--- config.mk ---
export PLATFORM = sky130hd
export DESIGN_NAME = dcd_decoder
export DESIGN_NICKNAME = d
export VERILOG_FILES = /design/src/dcd_pkg.sv /design/src/dcd_decoder.sv
export SDC_FILE = /design/constraint.sdc
export NUM_CORES = 1
export LEC_CHECK = 0
export BUFFER_PORTS_ARGS = -buffer_cell sky130_fd_sc_hd__buf_2
export CORE_MARGIN = 3
export CORE_UTILIZATION = 40
export CTS_BUF_LIST = sky130_fd_sc_hd__clkbuf_16
export DETAILED_ROUTE_END_ITERATION = 8
export GPL_TIMING_DRIVEN = 0
export PLACE_DENSITY = 0.67
export SLEW_MARGIN = 0
export SYNTH_ARGS = -nofsm -noshare
export SYNTH_HDL_FRONTEND = slang
export SYNTH_SLANG_ARGS = --single-unit
--- constraint.sdc ---
create_clock -name aclk -period 3.35 [get_ports aclk]
set_clock_uncertainty 0.1 [all_clocks]
set_input_delay 0 -clock aclk [delete_from_list [all_inputs] [get_ports aclk]]
set_output_delay 0 -clock aclk [all_outputs]
set_load 0.01 [all_outputs]
--- src/dcd_pkg.sv ---
// Package for the device configuration decoder: register map, fields, timing
package dcd_pkg;

	// Register byte addresses (one aligned word each)
	localparam logic [7:0] ADDR_GSEG = 8'h00;
	localparam logic [7:0] ADDR_OSCSEL = 8'h04;
	localparam logic [7:0] ADDR_OSC = 8'h08;
	localparam logic [7:0] ADDR_WDOG = 8'h0C;
	localparam logic [7:0] ADDR_POR = 8'h10;
	localparam logic [7:0] ADDR_DBG = 8'h14;
	localparam logic [7:0] ADDR_CTRL = 8'h18;
	localparam logic [7:0] ADDR_STATUS = 8'h1C;

	// Reset values (erased state: all ones)
	localparam logic [7:0] RST_GSEG = 8'hFF;
	localparam logic [7:0] RST_OSCSEL = 8'hFF;
	localparam logic [7:0] RST_OSC = 8'hFF;
	localparam logic [7:0] RST_WDOG = 8'hFF;
	localparam logic [7:0] RST_POR = 8'hFF;
	localparam logic [7:0] RST_DBG = 8'hFF;

	// Field positions
	localparam int GSEG_WRLOCK_BIT = 0;
	localparam int OSCSEL_SRC_LSB = 0;
	localparam int OSCSEL_TWOSPD_BIT = 7;
	localparam int OSC_PMODE_LSB = 0;
	localparam int OSC_PINFN_BIT = 2;
	localparam int OSC_CKSM_LSB = 6;
	localparam int WDOG_POST_LSB = 0;
	localparam int WDOG_PRE_BIT = 4;
	localparam int WDOG_PLLK_BIT = 5;
	localparam int WDOG_WATCHDOG_WINDOW_DISABLE_BIT = 6;
	localparam int WDOG_FEN_BIT = 7;
	localparam int POR_DLY_LSB = 0;
	localparam int DBG_PAIR_LSB = 0;
	localparam int DBG_TEST_BIT = 5;
	localparam int CTRL_SWDT_BIT = 0;
	localparam int CTRL_SWITCH_BIT = 1;
	localparam int CTRL_PLLSRC_BIT = 2;
	localparam int CTRL_APPLY_BIT = 3;

	// Response codes
	localparam logic [1:0] RESP_OKAY = 2'h0;
	localparam logic [1:0] RESP_SLVERR = 2'h2;

	// Oscillator source and mode encodings
	typedef enum logic [2:0] {
		DCD_SRC_FRC = 3'h0, DCD_SRC_FRC_PLL = 3'h1, DCD_SRC_PRI = 3'h2,
		DCD_SRC_PRI_PLL = 3'h3, DCD_SRC_SEC = 3'h4, DCD_SRC_LOW_POWER_INTERNAL_RC = 3'h5,
		DCD_SRC_FRC_DIV16 = 3'h6, DCD_SRC_FRC_POST = 3'h7
	} dcd_src_t;
	typedef enum logic [1:0] {
		DCD_PRI_EC = 2'h0, DCD_PRI_XT = 2'h1, DCD_PRI_HS = 2'h2, DCD_PRI_OFF = 2'h3
	} dcd_pri_t;

	// Timing
	localparam int CLK_HZ = 50_000_000;
	localparam int STARTUP_US = 20;
	localparam int STARTUP_CYC = (STARTUP_US * (CLK_HZ / 1_000_000));
	localparam int POR_BASE_MS = 2;
	localparam int POR_BASE_CYC = POR_BASE_MS * (CLK_HZ / 1000);
	localparam int WDT_CLK_KHZ = 32;
	localparam int WDT_PRE_LO = 32;
	localparam int WDT_PRE_HI = 128;
	localparam int WDT_POST_STEPS = 16;

endpackage : dcd_pkg

--- src/dcd_decoder.sv ---
// Device configuration decoder with AXI4-Lite register access
`timescale 1ns/100ps
`default_nettype none
// Summary of operation
// - Write-lock field 0 blocks user program writes; 1 permits them.
// - Two-speed field 1 starts on fast RC, then switches to chosen source.
// - Initial oscillator field decodes eight source choices.
// - Switch mode 1x disables both; 01 switching only; 00 switching plus monitor.
// - Outside crystal modes, pin field 1 outputs clock, 0 frees pin as I/O.
// - Primary mode field: 11 off, 10 high-speed, 01 standard crystal, 00 external.
// - Watchdog fuse 1 forces watchdog and its RC clock on permanently.
// - Watchdog fuse 0 lets the software bit start and stop the watchdog.
// - Window field 0 selects window mode, 1 ordinary mode.
// - Lock-wait field 1 holds a PLL switch until lock; 0 does not wait.
// - Prescaler field 1 gives 1:128, 0 gives 1:32.
// - Postscaler field sets ratio; 1111 gives 1:32768, 1110 gives 1:16384.
// - Power-on delay doubles per step from 2 ms to 128 ms; 000 disables.
// - Test port field 1 enables the boundary-scan port, 0 disables it.
// - Debug field routes to pair 1, 2, 3 for 11, 10, 01; 00 reserved.
// - After power-on, execution stays disabled about 20 us for regulator.
// - The regulator hold-off repeats after every power-down.
// - Postscaler has sixteen settings from 1:1 to 1:32768.
// - Base time-out is 1 ms at divide-by-32, 4 ms at divide-by-128.
module dcd_decoder #(
	parameter int STARTUP_CYCLES = dcd_pkg::STARTUP_CYC,
	parameter int POR_BASE_CYCLES = dcd_pkg::POR_BASE_CYC
) (
	input wire logic aclk,
	input wire logic aresetn,
	input wire logic power_resume,
	input wire logic pll_lock,
	input wire logic [31:0] s_axi_awaddr,
	input wire logic s_axi_awvalid,
	output logic s_axi_awready,
	input wire logic [31:0] s_axi_wdata,
	input wire logic [3:0] s_axi_wstrb,
	input wire logic s_axi_wvalid,
	output logic s_axi_wready,
	output logic [1:0] s_axi_bresp,
	output logic s_axi_bvalid,
	input wire logic s_axi_bready,
	input wire logic [31:0] s_axi_araddr,
	input wire logic s_axi_arvalid,
	output logic s_axi_arready,
	output logic [31:0] s_axi_rdata,
	output logic [1:0] s_axi_rresp,
	output logic s_axi_rvalid,
	input wire logic s_axi_rready,
	output logic prog_write_allow,
	output logic start_on_fast_rc,
	output logic [2:0] initial_osc_source,
	output logic [2:0] active_osc_source,
	output logic clock_switch_enable,
	output logic fail_safe_monitor_enable,
	output logic [1:0] primary_osc_mode,
	output logic osc_pin_clock_out,
	output logic osc_pin_gpio,
	output logic watchdog_run,
	output logic low_power_internal_rc_run,
	output logic watchdog_window_mode,
	output logic [7:0] watchdog_prescale_div,
	output logic [3:0] watchdog_postscale_select,
	output logic [15:0] watchdog_postscale_div,
	output logic [7:0] watchdog_base_ms,
	output logic pll_switch_pending,
	output logic power_on_delay_active,
	output logic test_port_active,
	output logic [1:0] debug_pair,
	output logic debug_pair_reserved,
	output logic exec_enable
);
	import dcd_pkg::*;

	// Counters are 32 bits, so the power-on base must leave room for a shift by six
	if (STARTUP_CYCLES < 1 || POR_BASE_CYCLES < 1 || POR_BASE_CYCLES > 33_554_432)
	begin : g_bad_params
		$error("dcd_decoder: cycle counts out of range");
	end

	// ------------------------------------------------------------
	// Registers and state
	// ------------------------------------------------------------
	logic [7:0] general_segment_protect_config;
	logic [7:0] oscillator_select_config;
	logic [7:0] oscillator_config;
	logic [7:0] watchdog_config;
	logic [7:0] power_on_timer_config;
	logic [7:0] debug_config;
	logic [7:0] shadow_gseg, shadow_oscsel, shadow_osc, shadow_wdog, shadow_por, shadow_dbg;
	logic software_watchdog_enable;
	logic switch_request;
	logic switch_to_pll;
	logic resume_meta, resume_sync, resume_prev;
	logic lock_meta, lock_sync;
	logic [31:0] startup_count;
	logic [31:0] por_count;
	logic startup_busy;
	logic two_speed_done;
	logic [7:0] aw_addr;
	logic aw_held, w_held;
	logic [31:0] w_data;
	logic [3:0] w_strb;
	logic do_write, do_read;
	logic fresh_start;

	// Byte-lane merge used for every configuration register write
	function automatic logic [7:0] dcd_merge(input logic [7:0] old_v, input logic [31:0] d,
		input logic [3:0] s);
		dcd_merge = s[0] ? d[7:0] : old_v;
	endfunction : dcd_merge

	// Address decode shared by read and write sides
	function automatic logic dcd_mapped(input logic [7:0] a);
		dcd_mapped = (a <= ADDR_STATUS) && (a[1:0] == 2'h0);
	endfunction : dcd_mapped

	// ------------------------------------------------------------
	// Pin synchronisers
	// ------------------------------------------------------------
	// Two stages each; only the second stage feeds logic
	always_ff @(posedge aclk)
	begin
		if (!aresetn)
		begin
			resume_meta <= 1'b0;
			resume_sync <= 1'b0;
			resume_prev <= 1'b0;
			lock_meta <= 1'b0;
			lock_sync <= 1'b0;
		end
		else
		begin
			resume_meta <= power_resume;
			resume_sync <= resume_meta;
			resume_prev <= resume_sync;
			lock_meta <= pll_lock;
			lock_sync <= lock_meta;
		end
	end

	// ------------------------------------------------------------
	// AXI4-Lite write path
	// ------------------------------------------------------------
	assign s_axi_awready = !aw_held && !s_axi_bvalid;
	assign s_axi_wready = !w_held && !s_axi_bvalid;
	assign do_write = aw_held && w_held && !s_axi_bvalid;

	// Address and data are latched independently, in either order
	always_ff @(posedge aclk)
	begin
		if (!aresetn)
		begin
			aw_held <= 1'b0;
			w_held <= 1'b0;
			aw_addr <= 8'h00;
			w_data <= 32'h0000_0000;
			w_strb <= 4'h0;
			s_axi_bvalid <= 1'b0;
			s_axi_bresp <= RESP_OKAY;
		end
		else
		begin
			if (s_axi_awvalid && s_axi_awready)
			begin
				aw_held <= 1'b1;
				aw_addr <= s_axi_awaddr[7:0];
			end
			if (s_axi_wvalid && s_axi_wready)
			begin
				w_held <= 1'b1;
				w_data <= s_axi_wdata;
				w_strb <= s_axi_wstrb;
			end
			if (do_write)
			begin
				aw_held <= 1'b0;
				w_held <= 1'b0;
				s_axi_bvalid <= 1'b1;
				s_axi_bresp <= (dcd_mapped(aw_addr) && aw_addr != ADDR_STATUS) ? RESP_OKAY
					: RESP_SLVERR;
			end
			else if (s_axi_bvalid && s_axi_bready)
				s_axi_bvalid <= 1'b0;
		end
	end

	// ------------------------------------------------------------
	// Configuration registers
	// ------------------------------------------------------------
	// Software image of the nonvolatile fields; takes effect only on an apply strobe
	always_ff @(posedge aclk)
	begin
		if (!aresetn)
		begin
			general_segment_protect_config <= RST_GSEG;
			oscillator_select_config <= RST_OSCSEL;
			oscillator_config <= RST_OSC;
			watchdog_config <= RST_WDOG;
			power_on_timer_config <= RST_POR;
			debug_config <= RST_DBG;
		end
		else if (do_write)
		begin
			unique case (aw_addr)
				ADDR_GSEG: general_segment_protect_config <=
					dcd_merge(general_segment_protect_config, w_data, w_strb);
				ADDR_OSCSEL: oscillator_select_config <=
					dcd_merge(oscillator_select_config, w_data, w_strb);
				ADDR_OSC: oscillator_config <= dcd_merge(oscillator_config, w_data, w_strb);
				ADDR_WDOG: watchdog_config <= dcd_merge(watchdog_config, w_data, w_strb);
				ADDR_POR: power_on_timer_config <=
					dcd_merge(power_on_timer_config, w_data, w_strb);
				ADDR_DBG: debug_config <= dcd_merge(debug_config, w_data, w_strb);
				default: ;
			endcase
		end
	end

	// Control register: software watchdog enable and PLL switch target
	always_ff @(posedge aclk)
	begin
		if (!aresetn)
		begin
			software_watchdog_enable <= 1'b0;
			switch_to_pll <= 1'b0;
		end
		else if (do_write && aw_addr == ADDR_CTRL && w_strb[0])
		begin
			software_watchdog_enable <= w_data[CTRL_SWDT_BIT];
			switch_to_pll <= w_data[CTRL_PLLSRC_BIT];
		end
	end

	// ------------------------------------------------------------
	// Shadow capture
	// ------------------------------------------------------------
	// Captured from reset values and on an apply strobe; decoded outputs use shadows plus the control register bits
	always_ff @(posedge aclk)
	begin
		if (!aresetn)
		begin
			shadow_gseg <= RST_GSEG;
			shadow_oscsel <= RST_OSCSEL;
			shadow_osc <= RST_OSC;
			shadow_wdog <= RST_WDOG;
			shadow_por <= RST_POR;
			shadow_dbg <= RST_DBG;
		end
		else if (do_write && aw_addr == ADDR_CTRL && w_strb[0] && w_data[CTRL_APPLY_BIT])
		begin
			shadow_gseg <= general_segment_protect_config;
			shadow_oscsel <= oscillator_select_config;
			shadow_osc <= oscillator_config;
			shadow_wdog <= watchdog_config;
			shadow_por <= power_on_timer_config;
			shadow_dbg <= debug_config;
		end
	end

	// ------------------------------------------------------------
	// Regulator hold-off and power-on delay
	// ------------------------------------------------------------
	assign fresh_start = resume_sync && !resume_prev;

	// Hold-off reruns on reset and on each resume from power-down
	always_ff @(posedge aclk)
	begin
		if (!aresetn)
			startup_count <= 32'(STARTUP_CYCLES);
		else if (fresh_start)
			startup_count <= 32'(STARTUP_CYCLES);
		else if (startup_count != 32'h0000_0000)
			startup_count <= startup_count - 32'h0000_0001;
	end
	assign startup_busy = (startup_count != 32'h0000_0000);

	// Delay counter loaded with base times 2^(code-1); code 0 means none
	always_ff @(posedge aclk)
	begin
		if (!aresetn || fresh_start)
			por_count <= 32'h0000_0000;
		else if (startup_count == 32'h0000_0001 && shadow_por[POR_DLY_LSB +: 3] != 3'h0)
			por_count <= 32'(POR_BASE_CYCLES) << (shadow_por[POR_DLY_LSB +: 3] - 3'h1);
		else if (por_count != 32'h0000_0000)
			por_count <= por_count - 32'h0000_0001;
	end
	assign power_on_delay_active = startup_busy || (por_count != 32'h0000_0000);
	assign exec_enable = !power_on_delay_active;

	// ------------------------------------------------------------
	// Clock source sequencing
	// ------------------------------------------------------------
	// Two-speed start completes one cycle after the delays expire
	always_ff @(posedge aclk)
	begin
		if (!aresetn || fresh_start)
			two_speed_done <= 1'b0;
		else if (!power_on_delay_active)
			two_speed_done <= 1'b1;
	end
	assign start_on_fast_rc = shadow_oscsel[OSCSEL_TWOSPD_BIT] && !two_speed_done;
	assign initial_osc_source = shadow_oscsel[OSCSEL_SRC_LSB +: 3];
	assign active_osc_source = start_on_fast_rc ? DCD_SRC_FRC : initial_osc_source;

	// Switch request waits for lock only if the lock-wait field is set
	always_ff @(posedge aclk)
	begin
		if (!aresetn)
			switch_request <= 1'b0;
		else if (do_write && aw_addr == ADDR_CTRL && w_strb[0] && w_data[CTRL_SWITCH_BIT]
			&& clock_switch_enable)
			switch_request <= 1'b1;
		else if (!(switch_to_pll && shadow_wdog[WDOG_PLLK_BIT]) || lock_sync)
			switch_request <= 1'b0;
	end
	assign pll_switch_pending = switch_request;

	// ------------------------------------------------------------
	// Field decode
	// ------------------------------------------------------------
	assign prog_write_allow = shadow_gseg[GSEG_WRLOCK_BIT];
	assign clock_switch_enable = !shadow_osc[OSC_CKSM_LSB + 1];
	assign fail_safe_monitor_enable = (shadow_osc[OSC_CKSM_LSB +: 2] == 2'h0);
	assign primary_osc_mode = shadow_osc[OSC_PMODE_LSB +: 2];
	// Crystal modes own the pin, so the function field is ignored there
	assign osc_pin_clock_out = (primary_osc_mode != DCD_PRI_XT) && (primary_osc_mode != DCD_PRI_HS)
		&& shadow_osc[OSC_PINFN_BIT];
	assign osc_pin_gpio = (primary_osc_mode != DCD_PRI_XT) && (primary_osc_mode != DCD_PRI_HS)
		&& !shadow_osc[OSC_PINFN_BIT];
	assign watchdog_run = shadow_wdog[WDOG_FEN_BIT] || software_watchdog_enable;
	assign low_power_internal_rc_run = watchdog_run;
	assign watchdog_window_mode = !shadow_wdog[WDOG_WATCHDOG_WINDOW_DISABLE_BIT];
	assign watchdog_prescale_div = shadow_wdog[WDOG_PRE_BIT] ? 8'(WDT_PRE_HI)
		: 8'(WDT_PRE_LO);
	assign watchdog_base_ms = 8'(32'(watchdog_prescale_div) / WDT_CLK_KHZ);
	assign watchdog_postscale_select = shadow_wdog[WDOG_POST_LSB +: 4];
	assign watchdog_postscale_div = 16'h0001 << watchdog_postscale_select;
	assign test_port_active = shadow_dbg[DBG_TEST_BIT];
	assign debug_pair = shadow_dbg[DBG_PAIR_LSB +: 2];
	assign debug_pair_reserved = (debug_pair == 2'h0);

	// ------------------------------------------------------------
	// AXI4-Lite read path
	// ------------------------------------------------------------
	assign s_axi_arready = !s_axi_rvalid;
	assign do_read = s_axi_arvalid && s_axi_arready;

	// Status shows live decoded state, not the software image
	always_ff @(posedge aclk)
	begin
		if (!aresetn)
		begin
			s_axi_rvalid <= 1'b0;
			s_axi_rdata <= 32'h0000_0000;
			s_axi_rresp <= RESP_OKAY;
		end
		else if (do_read)
		begin
			s_axi_rvalid <= 1'b1;
			s_axi_rresp <= dcd_mapped(s_axi_araddr[7:0]) ? RESP_OKAY : RESP_SLVERR;
			unique case (s_axi_araddr[7:0])
				ADDR_GSEG: s_axi_rdata <= {24'h000000, general_segment_protect_config};
				ADDR_OSCSEL: s_axi_rdata <= {24'h000000, oscillator_select_config};
				ADDR_OSC: s_axi_rdata <= {24'h000000, oscillator_config};
				ADDR_WDOG: s_axi_rdata <= {24'h000000, watchdog_config};
				ADDR_POR: s_axi_rdata <= {24'h000000, power_on_timer_config};
				ADDR_DBG: s_axi_rdata <= {24'h000000, debug_config};
				ADDR_CTRL: s_axi_rdata <= {29'h0000000, switch_to_pll, switch_request,
					software_watchdog_enable};
				ADDR_STATUS: s_axi_rdata <= {24'h000000, active_osc_source, lock_sync,
					start_on_fast_rc, watchdog_run, power_on_delay_active, exec_enable};
				default: s_axi_rdata <= 32'h0000_0000;
			endcase
		end
		else if (s_axi_rvalid && s_axi_rready)
			s_axi_rvalid <= 1'b0;
	end

endmodule : dcd_decoder
`default_nettype wire

==> results.txt <==
Worst vdd ir - 0.344 mV
Row count - 52
Final antenna-violating net count - 0
Lkg Pwr - 4.70 nW
Status - finished, final reports clean
Cells on worst reg2reg path - 7
Top routing layer used - met4
Critical Path Fanout Max - 10
TritonRoute pass-1 iters - 5
CP startpoint - aw_addr[6]
Synth Instances - 1018
Clock root cell - clkbuf_16
Reg clk slew, reported paths - 0.08 ns
Largest net degree at the start of global routing - 19
RSZ-0062 raised after global routing - false
Met1 wire length - 10200 um
Overall power - 4.43 mW
Vias per cell - 5.07
Commonest non-fill, non-tap cell in the layout - dfxtp_1
Worst Max-Slew Pin Slew - 0.734 ns
Hold Path Stages - 5
H-tree depth - 4
Setup repair bufs after CTS - 0
Post-synth EDFFs - 0
Layout filler cell count - 1987
Final period util - 93.1%
Final setup viols - 0
Achievable Freq - 321 MHz
Io pins - 210
Worst setup SP type - register
Number of CTS-inserted buffers - 17
Final HPWL DP - 16000 um
Initial antenna violation count - 0
Final hold vios - 0
Post-synth ARST share - 0%
Setup TNS - 0 ns
WL met3 - 1270 um
Met2 WL - 10700 um
Number of library cell types mapped by synthesis - 58
IO Port Bufs - 95
HP Class - in2reg
Syn Area/Cell - 8.42 um2
Die Y - 152 um
Detailed-route wire length - 22400 um
Wirelength per Cell - 15.1 um
Setup CP Type - reg2reg
Synthesized cell area - 0.00857 mm2
Area of the multi-input gates - 0.00453 mm2
Final Max Slew Viols - 0
Worst relative slew slack - 51.0%
Total gr overflow - 0
Sequential element share of the synthesized area - 41.1%
Main flop type after synthesis - dfxtp_1
PwrDens - 425 mW/mm2
Die ar. - 0.0232 mm2
Area Overhead vs Synth - 21.5%
CTS tree - yes
Worst setup path endpoint - shadow_osc[6]
Die W - 152 um
CTS sink count - 176
N_diodes - 0
Crit path time final - 3.12 ns
Drt initial violations - 465
GRT Overall Usage - 19.2%
DRC Markers - 0
Layout cells sized above 1 - 17.1%
Reg2reg setup slack - 0.23 ns
Starting Density - 41.6%
CP arrival - 3.32 ns
Routability Congestion - 0.878
Min Hold Slack - 0.174 ns
Synth area leader - dfxtp_1
Max-cap violations - 0
YS warnings - 0
Worst endpoint required time - 3.55 ns
Commonest cells after routing, fill and taps aside - dfxtp_1 (176), nand2_1 (146), nor2_1 (107)
Clk_lat worst skew - 0.44 ns
Reg2reg end - shadow_osc[6]
First-pass GRT wire length - 36700 um
Vias in the first global route - 7068
# nets final - 1322
CP endpoint kind - register
DR vias - 7516
Top cells by area, synth - dfxtp_1 (41%), nand2_1 (6.4%), mux2i_1 (5.6%)
Clock Path Buffers - 2
Core Footprint - 0.0206 mm2
Register area - 0.00352 mm2
Post-synth top area share - 41.1%
Worst reg2reg startpoint - aw_addr[6]
Synth Register Bits - 176
-- how the worst min path moves through the flow --
stage / start / end / slack, ns
after floorplan: pll_lock / lock_meta / 0.03
after global placement: power_resume / resume_meta / 0.11
after detailed placement: power_resume / resume_meta / 0.11
after CTS: s_axi_araddr[3] / s_axi_rdata[7] / 0.17
after global routing: s_axi_araddr[4] / s_axi_rdata[3] / 0.23
final: s_axi_araddr[3] / s_axi_rdata[7] / 0.17
-- flip-flops by register name, summed over array words and instances, names as in the netlist, 3 cells and up --
signal                          cells
shadow_por                          3
oscillator_select_config            8
power_on_timer_config               8
aw_addr                             8
shadow_osc                          5
general_segment_protect_config      8
startup_count                      32
w_data                              8
shadow_dbg                          3
watchdog_config                     8
debug_config                        8
shadow_oscsel                       4
s_axi_rdata                         8
shadow_wdog                         8
por_count                          32
oscillator_config                   8
-- area by class of cell --
| cell class | count | area share [%] |
|---|---|---|
| Inverter | 22 | 0.793 |
| Clock inverter | 15 | 1.37 |
| Clock buffer | 17 | 4.08 |
| Sequential cell | 176 | 33.8 |
| Multi-Input combinational cell | 755 | 43.5 |
| Tap cell | 270 | 3.24 |
| Timing Repair Buffer | 126 | 7.54 |
| Buffer | 102 | 5.63 |
-- stage by stage --
| step | instance area, um2 | instances | setup slack, ns | util [%] |
|---|---|---|---|---|
| floorplan | 8710 | 1055 | 0.857 | - |
| global placement | 9520 | 1420 | 0.122 | 46.2 |
| detailed placement | 9520 | 1420 | 0.109 | 46.2 |
| CTS | 10400 | 1483 | 0.0744 | 50.5 |
| global route | 10400 | 1483 | 0.0196 | 50.5 |
| finish | 10400 | 1483 | 0.231 | 50.5 |
-- per-layer routing --
metal / track usage, % / up-vias
li1: - / 3773
met1: 25.4 / 3508
met2: 32.0 / 209
met3: 4.26 / 26
met4: 4.71 / 0
met5: 0 / -
-- timing repair --
action,4_1_cts,5_1_grt
gates resized for setup,1,1
hold buffers,31,0
pin swaps,0,0
endpoints found under the setup margin,2,2
hold endpoints to repair,36,0
-- cells by family after synthesis --
family | count (synthesis) | synth area share, %
xor gates and xnor gates | 48 | 4.90
other | 1 | 0.0437
adders and majority gates | 13 | 1.90
and+or+nand+nor | 500 | 28.6
muxes | 62 | 8.50
AOI/OAI and AO/OA | 94 | 7.18
buffers and inverters | 124 | 7.81
DFF | 176 | 41.1
-- Yosys cell counts, types with 3 or more instances --
| master | number |
|---|---|
| buf_4 | 51 |
| a22oi_1 | 6 |
| mux2_2 | 6 |
| nand2_1 | 146 |
| buf_1 | 4 |
| ha_1 | 13 |
| nand4b_1 | 4 |
| inv_1 | 22 |
| a21boi_0 | 3 |
| nand4_1 | 13 |
| nor2b_1 | 27 |
| mux2i_1 | 48 |
| a21oi_1 | 23 |
| o21ai_0 | 16 |
| and3_1 | 8 |
| mux4_2 | 8 |
| or3_1 | 7 |
| and2_1 | 13 |
| or4_1 | 7 |
| nand3_1 | 74 |
| o21a_1 | 3 |
| a31oi_1 | 4 |
| clkbuf_1 | 42 |
| nand2b_1 | 14 |
| nor3_1 | 34 |
| nor4_1 | 17 |
| o211ai_1 | 8 |
| nor2_1 | 107 |
| or2_2 | 3 |
| xor2_1 | 31 |
| nand3b_1 | 9 |
| buf_2 | 4 |
| dfxtp_1 | 176 |
| a211oi_1 | 15 |
| and4_1 | 4 |
| xnor2_1 | 17 |
| o211a_1 | 3 |
-- where the power goes --
part | switching, mW | internal (mW)
Clock | 0.946 | 0.991
Combinational | 0.192 | 0.149
Sequential | 0.0304 | 2.12
-- worst max-delay path, cell delays in order (launching register included) --
cell      delay (ns)
dfxtp_1         0.32
or4_1           0.56
or4_4           0.54
nor3_2          0.49
nand2_1         0.37
clkbuf_1        0.36
nand2_1         0.14
nand3_1         0.08
Note: power is estimated with default switching activity, not from simulation.
